===== config.mk =====
export PLATFORM = sky130hd
export DESIGN_NAME = ras_stack
export DESIGN_NICKNAME = d
export VERILOG_FILES = /design/src/rtl/ras_pkg.sv /design/src/rtl/ras_stack.sv
export SDC_FILE = /design/constraint.sdc
export NUM_CORES = 1
export LEC_CHECK = 0
export ABC_AREA = 0
export CORE_MARGIN = 4
export CORE_UTILIZATION = 59
export CTS_CLUSTER_DIAMETER = 50
export DETAILED_ROUTE_END_ITERATION = 10
export DONT_BUFFER_PORTS = 1
export GPL_TIMING_DRIVEN = 0
export HOLD_SLACK_MARGIN = 0.15
export PLACE_DENSITY = 0.74
export SLEW_MARGIN = 20
export SYNTH_ARGS = -nofsm -noshare
export SYNTH_HDL_FRONTEND = slang
export SYNTH_SLANG_ARGS = --single-unit

===== constraint.sdc =====
create_clock -name i_clock -period 11.6 [get_ports i_clock]
set_input_delay 1.16 -clock i_clock [delete_from_list [all_inputs] [get_ports i_clock]]
set_output_delay 1.16 -clock i_clock [all_outputs]
set_load 0.02 [all_outputs]

===== src/rtl/ras_pkg.sv =====
// Package for the return address stack block: register map, field layout,
// reset values and operation codes.
// Assumes a 32-bit APB slave and a 21-bit program counter.
package ras_pkg;

  // ****************************************
  // Sizes
  // ****************************************
  localparam int          PC_W        = 21;
  localparam int          IDX_W       = 5;
  localparam int          DEPTH       = 31;
  localparam logic [4:0]  IDX_MAX     = 5'h1F;
  localparam logic [4:0]  IDX_ZERO    = 5'h00;

  // ****************************************
  // Register byte addresses
  // ****************************************
  localparam logic [7:0]  ADDR_INDEX  = 8'h00;
  localparam logic [7:0]  ADDR_STATUS = 8'h04;
  localparam logic [7:0]  ADDR_CONFIG = 8'h08;
  localparam logic [7:0]  ADDR_TOP_U  = 8'h0C;
  localparam logic [7:0]  ADDR_TOP_H  = 8'h10;
  localparam logic [7:0]  ADDR_TOP_L  = 8'h14;

  // ****************************************
  // Field positions and reset values
  // ****************************************
  localparam int          STAT_OVF_BIT = 7;
  localparam int          STAT_UNF_BIT = 6;
  localparam int          CFG_FRE_BIT  = 0;
  localparam logic        FRE_RESET    = 1'b1;
  localparam int          TOP_U_W      = 5;

  // ****************************************
  // Stack operations from the sequencer
  // ****************************************
  // Code zero is idle, so the sequencer can leave the stack untouched.
  typedef enum logic [3:0] {
    RAS_OP_NONE     = 4'h0,
    RAS_OP_CALL     = 4'h1,
    RAS_OP_CALL_IND = 4'h2,
    RAS_OP_INT      = 4'h3,
    RAS_OP_PUSH     = 4'h4,
    RAS_OP_RET      = 4'h5,
    RAS_OP_RETL     = 4'h6,
    RAS_OP_RETI     = 4'h7,
    RAS_OP_POP      = 4'h8
  } ras_op_t;

  localparam logic [3:0]  OP_POPI      = 4'h8;

endpackage : ras_pkg


===== src/rtl/ras_stack.sv =====
// Return address stack with index, top entry windows and fault flags.
// Assumes the sequencer issues at most one operation per cycle on i_op,
// and that i_por_b pulses low on power-on only, alongside i_rst_b.
//
// How it works
// - Index holds values 0 to 31.
// - Any device reset clears the index.
// - Software reads and writes the index.
// - Overflow and underflow flags in status register.
// - Thirty-second push sets overflow flag.
// - Overflow flag sticky until software or power-on.
// - Fault reset on: flag, reset, index zero.
// - Call, indirect call, interrupt entry push.
// - Fault reset off: flag, index held 31.
// - Later pushes overwrite entry 31.
// - Software writing overflow never resets device.
// - Pop returning zero sets underflow flag.
// - Underflow flag sticky until software or power-on.
// - Fault reset on: empty pop resets device.
// - Return, literal return, interrupt return detected.
// - Fault reset off: underflow, no reset.
// - Underflow alone just returns zero address.
// - Top entry via upper, high, low windows.
// - Push stores program counter at new top.
// - Pop decrements index, exposing previous entry.
`timescale 1ns/1ps
module ras_stack
  import ras_pkg::*;
(
  // Clock and reset
  input  wire logic             i_clock,
  input  wire logic             i_rst_b,
  input  wire logic             i_por_b,
  // Sequencer side
  input  wire ras_op_t          i_op,
  input  wire logic [PC_W-1:0]  i_pc,
  // APB slave
  input  wire logic             i_psel,
  input  wire logic             i_penable,
  input  wire logic             i_pwrite,
  input  wire logic [7:0]       i_paddr,
  input  wire logic [31:0]      i_pwdata,
  output logic [31:0]           o_prdata,
  output logic                  o_pready,
  output logic                  o_pslverr,
  // Results
  output logic [PC_W-1:0]       o_pop_pc,
  output logic                  o_pop_valid,
  output logic                  o_device_reset,
  output logic [IDX_W-1:0]      o_index,
  output logic                  o_overflow,
  output logic                  o_underflow
);

  // ****************************************
  // State
  // ****************************************
  typedef struct packed {
    logic [IDX_W-1:0] return_stack_index;
    logic             stack_fault_reset_enable;
    logic [31:0]      prdata;
    logic             pready;
    logic             pslverr;
    logic [PC_W-1:0]  pop_pc;
    logic             pop_valid;
    logic             device_reset;
  } ras_state_t;

  // The flags survive a device reset and are cleared by power-on or by a software write of zero only.
  typedef struct packed {
    logic             stack_overflow_flag;
    logic             stack_underflow_flag;
  } ras_flags_t;

  ras_state_t             st;
  ras_state_t             next_st;
  ras_flags_t             fl;
  ras_flags_t             next_fl;
  logic [PC_W-1:0]        mem [1:DEPTH];
  logic                   mem_we;
  logic [IDX_W-1:0]       mem_wa;
  logic [PC_W-1:0]        mem_wd;

  function automatic logic is_push(input ras_op_t op);
    return op == RAS_OP_CALL || op == RAS_OP_CALL_IND || op == RAS_OP_INT ||
           op == RAS_OP_PUSH;
  endfunction : is_push

  function automatic logic is_pop(input ras_op_t op);
    return op == RAS_OP_RET || op == RAS_OP_RETL || op == RAS_OP_RETI ||
           op == ras_op_t'(OP_POPI);
  endfunction : is_pop

  function automatic logic [PC_W-1:0] top_of(input logic [IDX_W-1:0] idx,
                                             input logic [PC_W-1:0] top);
    return (idx == IDX_ZERO) ? '0 : top;
  endfunction : top_of

  function automatic logic reg_mapped(input logic [7:0] a);
    return a == ADDR_INDEX || a == ADDR_STATUS || a == ADDR_CONFIG ||
           a == ADDR_TOP_U || a == ADDR_TOP_H || a == ADDR_TOP_L;
  endfunction : reg_mapped

  logic [PC_W-1:0]        top_val;
  logic                   apb_wr;
  logic                   apb_rd;
  assign top_val = top_of(st.return_stack_index, mem[st.return_stack_index]);
  assign apb_wr  = i_psel && i_penable && i_pwrite;
  assign apb_rd  = i_psel && !i_pwrite;

  // ****************************************
  // Next state
  // ****************************************
  always_comb begin
    next_st              = st;
    next_fl              = fl;
    next_st.pop_valid    = 1'b0;
    next_st.device_reset = 1'b0;
    next_st.pready       = i_psel && !i_penable;
    // Error is decided at setup so it stands beside pready.
    next_st.pslverr      = i_psel && !i_penable && i_pwrite && !reg_mapped(i_paddr);
    mem_we               = 1'b0;
    mem_wa               = st.return_stack_index;
    mem_wd               = i_pc;
    if (is_push(i_op)) begin
      if (st.return_stack_index == IDX_MAX) begin
        next_fl.stack_overflow_flag = 1'b1;
        if (st.stack_fault_reset_enable) begin
          next_st.device_reset       = 1'b1;
          next_st.return_stack_index = IDX_ZERO;
        end else begin
          mem_we = 1'b1;
        end
      end else begin
        next_st.return_stack_index = st.return_stack_index + 5'h01;
        mem_wa = st.return_stack_index + 5'h01;
        mem_we = 1'b1;
      end
    end else if (is_pop(i_op)) begin
      next_st.pop_valid = (i_op != ras_op_t'(OP_POPI));
      next_st.pop_pc    = top_val;
      if (st.return_stack_index != IDX_ZERO) begin
        next_st.return_stack_index = st.return_stack_index - 5'h01;
      end
      if (top_val == '0) begin
        next_fl.stack_underflow_flag = 1'b1;
        next_st.device_reset = st.stack_fault_reset_enable &&
                               st.return_stack_index == IDX_ZERO;
      end
    end
    if (apb_wr) begin
      unique case (i_paddr)
        ADDR_INDEX: next_st.return_stack_index = i_pwdata[IDX_W-1:0];
        ADDR_STATUS: begin
          next_fl.stack_overflow_flag  = i_pwdata[STAT_OVF_BIT] ||
                                         (next_fl.stack_overflow_flag &&
                                          !fl.stack_overflow_flag);
          next_fl.stack_underflow_flag = i_pwdata[STAT_UNF_BIT] ||
                                         (next_fl.stack_underflow_flag &&
                                          !fl.stack_underflow_flag);
        end
        ADDR_CONFIG: next_st.stack_fault_reset_enable = i_pwdata[CFG_FRE_BIT];
        ADDR_TOP_U: begin
          mem_we = st.return_stack_index != IDX_ZERO;
          mem_wa = st.return_stack_index;
          mem_wd = {i_pwdata[TOP_U_W-1:0], top_val[15:0]};
        end
        ADDR_TOP_H: begin
          mem_we = st.return_stack_index != IDX_ZERO;
          mem_wa = st.return_stack_index;
          mem_wd = {top_val[20:16], i_pwdata[7:0], top_val[7:0]};
        end
        ADDR_TOP_L: begin
          mem_we = st.return_stack_index != IDX_ZERO;
          mem_wa = st.return_stack_index;
          mem_wd = {top_val[20:8], i_pwdata[7:0]};
        end
        default: ;
      endcase
    end
    if (apb_rd && !i_penable) begin
      unique case (i_paddr)
        ADDR_INDEX:  next_st.prdata = {27'h0, st.return_stack_index};
        ADDR_STATUS: next_st.prdata = {24'h0, fl.stack_overflow_flag,
                                       fl.stack_underflow_flag, 6'h00};
        ADDR_CONFIG: next_st.prdata = {31'h0, st.stack_fault_reset_enable};
        ADDR_TOP_U:  next_st.prdata = {27'h0, top_val[20:16]};
        ADDR_TOP_H:  next_st.prdata = {24'h0, top_val[15:8]};
        ADDR_TOP_L:  next_st.prdata = {24'h0, top_val[7:0]};
        default:     next_st.prdata = 32'h0000_0000;
      endcase
    end
    if (apb_wr) begin
      next_st.pready = 1'b0;
    end
  end

  // ****************************************
  // Registers
  // ****************************************
  // Reset clears index; flags only on power-on.
  always_ff @(posedge i_clock or negedge i_rst_b) begin
    if (!i_rst_b) begin
      st.return_stack_index       <= IDX_ZERO;
      st.stack_fault_reset_enable <= FRE_RESET;
      st.prdata                   <= 32'h0000_0000;
      st.pready                   <= 1'b0;
      st.pslverr                  <= 1'b0;
      st.pop_pc                   <= '0;
      st.pop_valid                <= 1'b0;
      st.device_reset             <= 1'b0;
    end else begin
      st <= next_st;
    end
  end

  always_ff @(posedge i_clock or negedge i_por_b) begin
    if (!i_por_b) begin
      fl <= '0;
    end else begin
      fl <= next_fl;
    end
  end

  always_ff @(posedge i_clock) begin
    if (mem_we && mem_wa != IDX_ZERO) begin
      mem[mem_wa] <= mem_wd;
    end
  end

  assign o_prdata       = st.prdata;
  assign o_pready       = st.pready;
  assign o_pslverr      = st.pslverr;
  assign o_pop_pc       = st.pop_pc;
  assign o_pop_valid    = st.pop_valid;
  assign o_device_reset = st.device_reset;
  assign o_index        = st.return_stack_index;
  assign o_overflow     = fl.stack_overflow_flag;
  assign o_underflow    = fl.stack_underflow_flag;

  // ****************************************
  // Checks
  // ****************************************
  // Enabled overflow resets.
  ovf_reset_a: assert property (@(posedge i_clock) disable iff (!i_rst_b)
    is_push(i_op) && st.return_stack_index == IDX_MAX && st.stack_fault_reset_enable
    && !apb_wr |=> o_device_reset && o_overflow && o_index == IDX_ZERO)
    else $error("overflow did not reset");
  ovf_hold_a: assert property (@(posedge i_clock) disable iff (!i_rst_b)
    is_push(i_op) && st.return_stack_index == IDX_MAX && !st.stack_fault_reset_enable
    && !apb_wr |=> !o_device_reset && o_overflow && o_index == IDX_MAX)
    else $error("overflow did not hold");
  push_inc_a: assert property (@(posedge i_clock) disable iff (!i_rst_b)
    is_push(i_op) && st.return_stack_index < IDX_MAX && !apb_wr
    |=> o_index == $past(st.return_stack_index) + 5'h01)
    else $error("push did not increment");
  pop_dec_a: assert property (@(posedge i_clock) disable iff (!i_rst_b)
    is_pop(i_op) && st.return_stack_index != IDX_ZERO && !apb_wr
    |=> o_index == $past(st.return_stack_index) - 5'h01)
    else $error("pop did not decrement");
  unf_reset_a: assert property (@(posedge i_clock) disable iff (!i_rst_b)
    is_pop(i_op) && st.return_stack_index == IDX_ZERO && st.stack_fault_reset_enable
    |=> o_device_reset && o_underflow && o_pop_pc == '0)
    else $error("underflow did not reset");
  unf_quiet_a: assert property (@(posedge i_clock) disable iff (!i_rst_b)
    !st.stack_fault_reset_enable |=> !o_device_reset)
    else $error("reset while disabled");
  ovf_sticky_a: assert property (@(posedge i_clock) disable iff (!i_rst_b)
    o_overflow && !apb_wr |=> o_overflow)
    else $error("overflow flag dropped");
  unf_sticky_a: assert property (@(posedge i_clock) disable iff (!i_rst_b)
    o_underflow && !apb_wr |=> o_underflow)
    else $error("underflow flag dropped");
  idx_write_a: assert property (@(posedge i_clock) disable iff (!i_rst_b)
    apb_wr && i_paddr == ADDR_INDEX |=> o_index == $past(i_pwdata[IDX_W-1:0]))
    else $error("index write lost");
  bus_ready_a: assert property (@(posedge i_clock) disable iff (!i_rst_b)
    i_psel && !i_penable |=> o_pready)
    else $error("no ready after setup");
  bus_error_a: assert property (@(posedge i_clock) disable iff (!i_rst_b)
    i_psel && !i_penable && i_pwrite && !reg_mapped(i_paddr) |=> o_pslverr && o_pready)
    else $error("no error on unmapped write");
  pop_zero_a: assert property (@(posedge i_clock) disable iff (!i_rst_b)
    is_pop(i_op) && st.return_stack_index == IDX_ZERO && !apb_wr
    |=> o_underflow && o_pop_pc == '0)
    else $error("empty pop not flagged");
  sw_quiet_a: assert property (@(posedge i_clock) disable iff (!i_rst_b)
    apb_wr && i_paddr == ADDR_STATUS && !is_push(i_op) && !is_pop(i_op) |=> !o_device_reset)
    else $error("status write caused reset");
  push_store_a: assert property (@(posedge i_clock) disable iff (!i_rst_b)
    is_push(i_op) && st.return_stack_index < IDX_MAX && !apb_wr
    |=> top_val == $past(i_pc))
    else $error("pushed value not on top");

endmodule : ras_stack


==> metrics.md <==
| Metric | Value |
|---|---|
| Endpoints failing hold | `0` |
| Number of synthesized flops with an enable pin | `651` |
| Sink Count | `692` |
| Total CTS buffers | `69` |
| Nets@finish | `1,854` |
| DP HPWL | `57.6 mm` |
| Quantity of gates resized following cts | `0` |
| Post-CTS setup buffers | `0` |
| Router iterations before antenna repair | `6` |
| Most frequent cell on the critical path | `buf_2` |
| Via total after detailed routing | `17,200` |
| GRT overflow | `0` |
| Worst Setup Slack, final | `5720 ps` |
| Io pins | `135` |
| R2R cell count | `16` |
| Critical-path cell list | `buf_2 -> buf_2 -> buf_2 -> buf_2 -> buf_1 -> nand3_1 -> inv_1 -> ha_1 -> clkbuf_1 -> nand3b_1 -> o211a_1 -> a22oi_1 -> o22a_1 -> nor3_2 -> buf_4 -> buf_6` |
| Initial antenna violation count | `1` |
| Pin count of the biggest net entering global routing | `40` |
| Max_slew headroom | `19.3%` |
| # setup viols final | `0` |
| Die width | `228 um` |
| Drt total wl | `86.0 mm` |
| Max stage delay cell, worst path | `nor3_2` |
| Crit path capture type | `register` |
| TritonCTS clock tree | `done` |
| Least-Margin Pin Slew | `1210 ps` |
| YS warnings | `0` |
| Core footprint | `47,600 um^2` |
| Clk_lat worst skew | `610 ps` |
| R2R Path End | `mem[27][1]` |
| Num rows | `80` |
| Area growth, synth to finish | `15.4%` |
| Largest area contributor in the netlist | `edfxtp_1` |
| Register area share after synthesis | `72.4%` |
| Setup_tns | `0 ps` |
| Synthesized flop and latch total | `692` |
| Top_reg_cell synth | `edfxtp_1` |
| Post-synth ARST share | `5.92%` |
| # hold bufs at CTS | `0` |
| Req. time, crit path | `11,890 ps` |
| Die area | `51,800 um^2` |
| Placer congestion estimate | `0.967` |
| VDD IR max | `0.133 mV` |
| Syn Inst Count | `1,622` |
| RSZ-0062 raised after global routing | `no` |
| Reg-to-reg startpoint | `o_index[2]` |
| Clk buf depth | `3` |
| Vias in the first global route | `17,000` |
| Synth top area share | `68.8%` |
| Area contributors post-synth | `edfxtp_1 (69%), mux4_2 (8.2%), mux2i_1 (4.2%)` |
| Clock-pin transition on the worst setup and hold timing paths | `60 ps` |
| Hold Crit Class | `input pin to async pin` |
| Worst EP arrival | `6180 ps` |
| Post-synth cell types | `75` |
| Iteration-0 DRC Markers | `2,928` |
| Max cap viols | `0` |
| Total GRT Usage | `33.5%` |
| Final Critical Period | `5880 ps` |
| First-pass GRT wire length | `121 mm` |
| Leak Pwr | `0.0111 uW` |
| Initial cell density of the core | `59.7%` |
| R2R setup slack | `5720 ps` |
| Antenna Violating Nets Remaining | `0` |
| Synthesized cell area | `28,400 um^2` |
| Startpoint Class | `register` |
| Kind of critical path | `register to register` |
| Final Cycle Share | `50.7%` |
| Share of layout cells above drive strength 1 | `25.0%` |
| Clk root buf | `clkbuf_16` |
| Residual DRC count | `0` |
| Outcome | `complete, no violations` |
| Syn avg cell area | `17.5 um^2` |
| Post-synth top cells | `edfxtp_1 (651), mux2i_1 (118), mux4_2 (104)` |
| Post-Place Setup Slack | `5960 ps` |
| Die Span Y | `228 um` |
| Fmax | `170 MHz` |
| Drt wl/cell | `35.2 um` |
| Pwr/cell area | `236 nW/um^2` |
| Clock skew | `34.8 ps` |
| Port bufs | `0` |
| Slew Viols, Final | `0` |
| Max FO, Critical Path | `10` |
| H-tree levels | `3` |
| Via density | `7.04` |
| Slowest stage delay, CP | `810 ps` |
| Most frequent cell after synthesis | `edfxtp_1` |
[cell type report]
| class | instances | area, um^2 |
|---|---|---|
| Timing Repair Buffer | 62 | 1020 |
| Inverter | 13 | 48.8 |
| Antenna cell | 1 | 2.50 |
| Tap cell | 615 | 769 |
| Clock buffer | 81 | 1840 |
| Sequential cell | 692 | 20600 |
| Clock inverter | 36 | 280 |
| Multi-Input combinational cell | 793 | 7390 |
| Buffer | 147 | 890 |
| Fill cell | 2965 | 14800 |
[report_power, final]
| part | total, uW | leakage (uW) | internal (uW) | switching (uW) |
|---|---|---|---|---|
| registers | 2910 | 0.00637 | 2850 | 59.9 |
| logic | 2680 | 0.00369 | 884 | 1800 |
| clock network | 2140 | 0.00104 | 1220 | 923 |
[flip-flops by register name, summed over array words and instances, names as in the netlist]
signal / count
st: 1
o_pready: 1
o_underflow: 1
o_prdata: 8
o_pop_pc: 21
o_index: 5
o_pop_valid: 1
o_overflow: 1
o_pslverr: 1
mem: 651
o_device_reset: 1
[kinds of logic (layout without fill, tap and decap cells)]
family / after synthesis / in the layout / synth area share, %
xor gates and xnor gates: 1 / 1 / 0.0308
and+or+nand+nor: 259 / 259 / 4.37
other: 1 / 25 / 0.0132
AOI/OAI and AO/OA: 254 / 254 / 6.20
adders and majority gates: 5 / 5 / 0.220
buffers and inverters: 160 / 339 / 3.30
muxes: 250 / 250 / 13.5
DFF: 692 / 692 / 72.4
[worst max path at each step]
stage | startpoint | endpoint | slack (ps) | cells past startpoint
after global placement | o_index[2] | mem[25][9] | 3100 | 14
after CTS | o_index[2] | mem[19][10] | 5880 | 15
after detailed placement | o_index[2] | mem[19][8] | 5960 | 15
final | o_index[2] | mem[27][1] | 5720 | 16
after global routing | o_index[2] | mem[19][10] | 5680 | 16
after floorplan | o_index[2] | mem[25][0] | 6840 | 14
[worst max-delay path: cells and delay by family (launching register included)]
family                     cells  cell delay (ps)
AOI/OAI and AO/OA              3              700
adders and majority gates      1              180
and+or+nand+nor                3             1210
DFF                            1              440
buffers and inverters          9             2960
[placed cells by master (no fill, tap or decap), types with 33 or more instances in the layout]
master / synthesis / layout
dfrtp_1: 40 / 40
buf_4: 72 / 93
nand2_1: 68 / 68
edfxtp_1: 651 / 651
a21oi_1: 33 / 33
a22oi_1: 49 / 49
clkbuf_16: 0 / 72
mux4_2: 104 / 104
clkbuf_1: 37 / 46
nor2_1: 73 / 51
mux2i_1: 118 / 118
[per-stage QoR]
stage / util, % / std cells / hold WS (ps) / area, um^2 / power (uW)
finish: 68.9 / 2440 / 236 / 32800 / 7740
global route: 68.9 / 2439 / 226 / 32800 / 7920
CTS: 68.8 / 2439 / 221 / 32800 / 7640
detailed placement: 64.4 / 2322 / 478 / 30700 / 5530
global placement: 61.5 / 2260 / 473 / 29300 / 5410
floorplan: - / 1645 / 457 / 28500 / 4510
[routing by layer]
metal	track usage [%]	vias to the layer above	wire length, um
li1	-	6773	-
met1	44.7	8565	29900
met2	50.1	1485	38000
met3	11.3	344	12900
met4	17.1	0	5190
met5	0	-	0
Note: power is estimated with default switching activity, not from simulation.
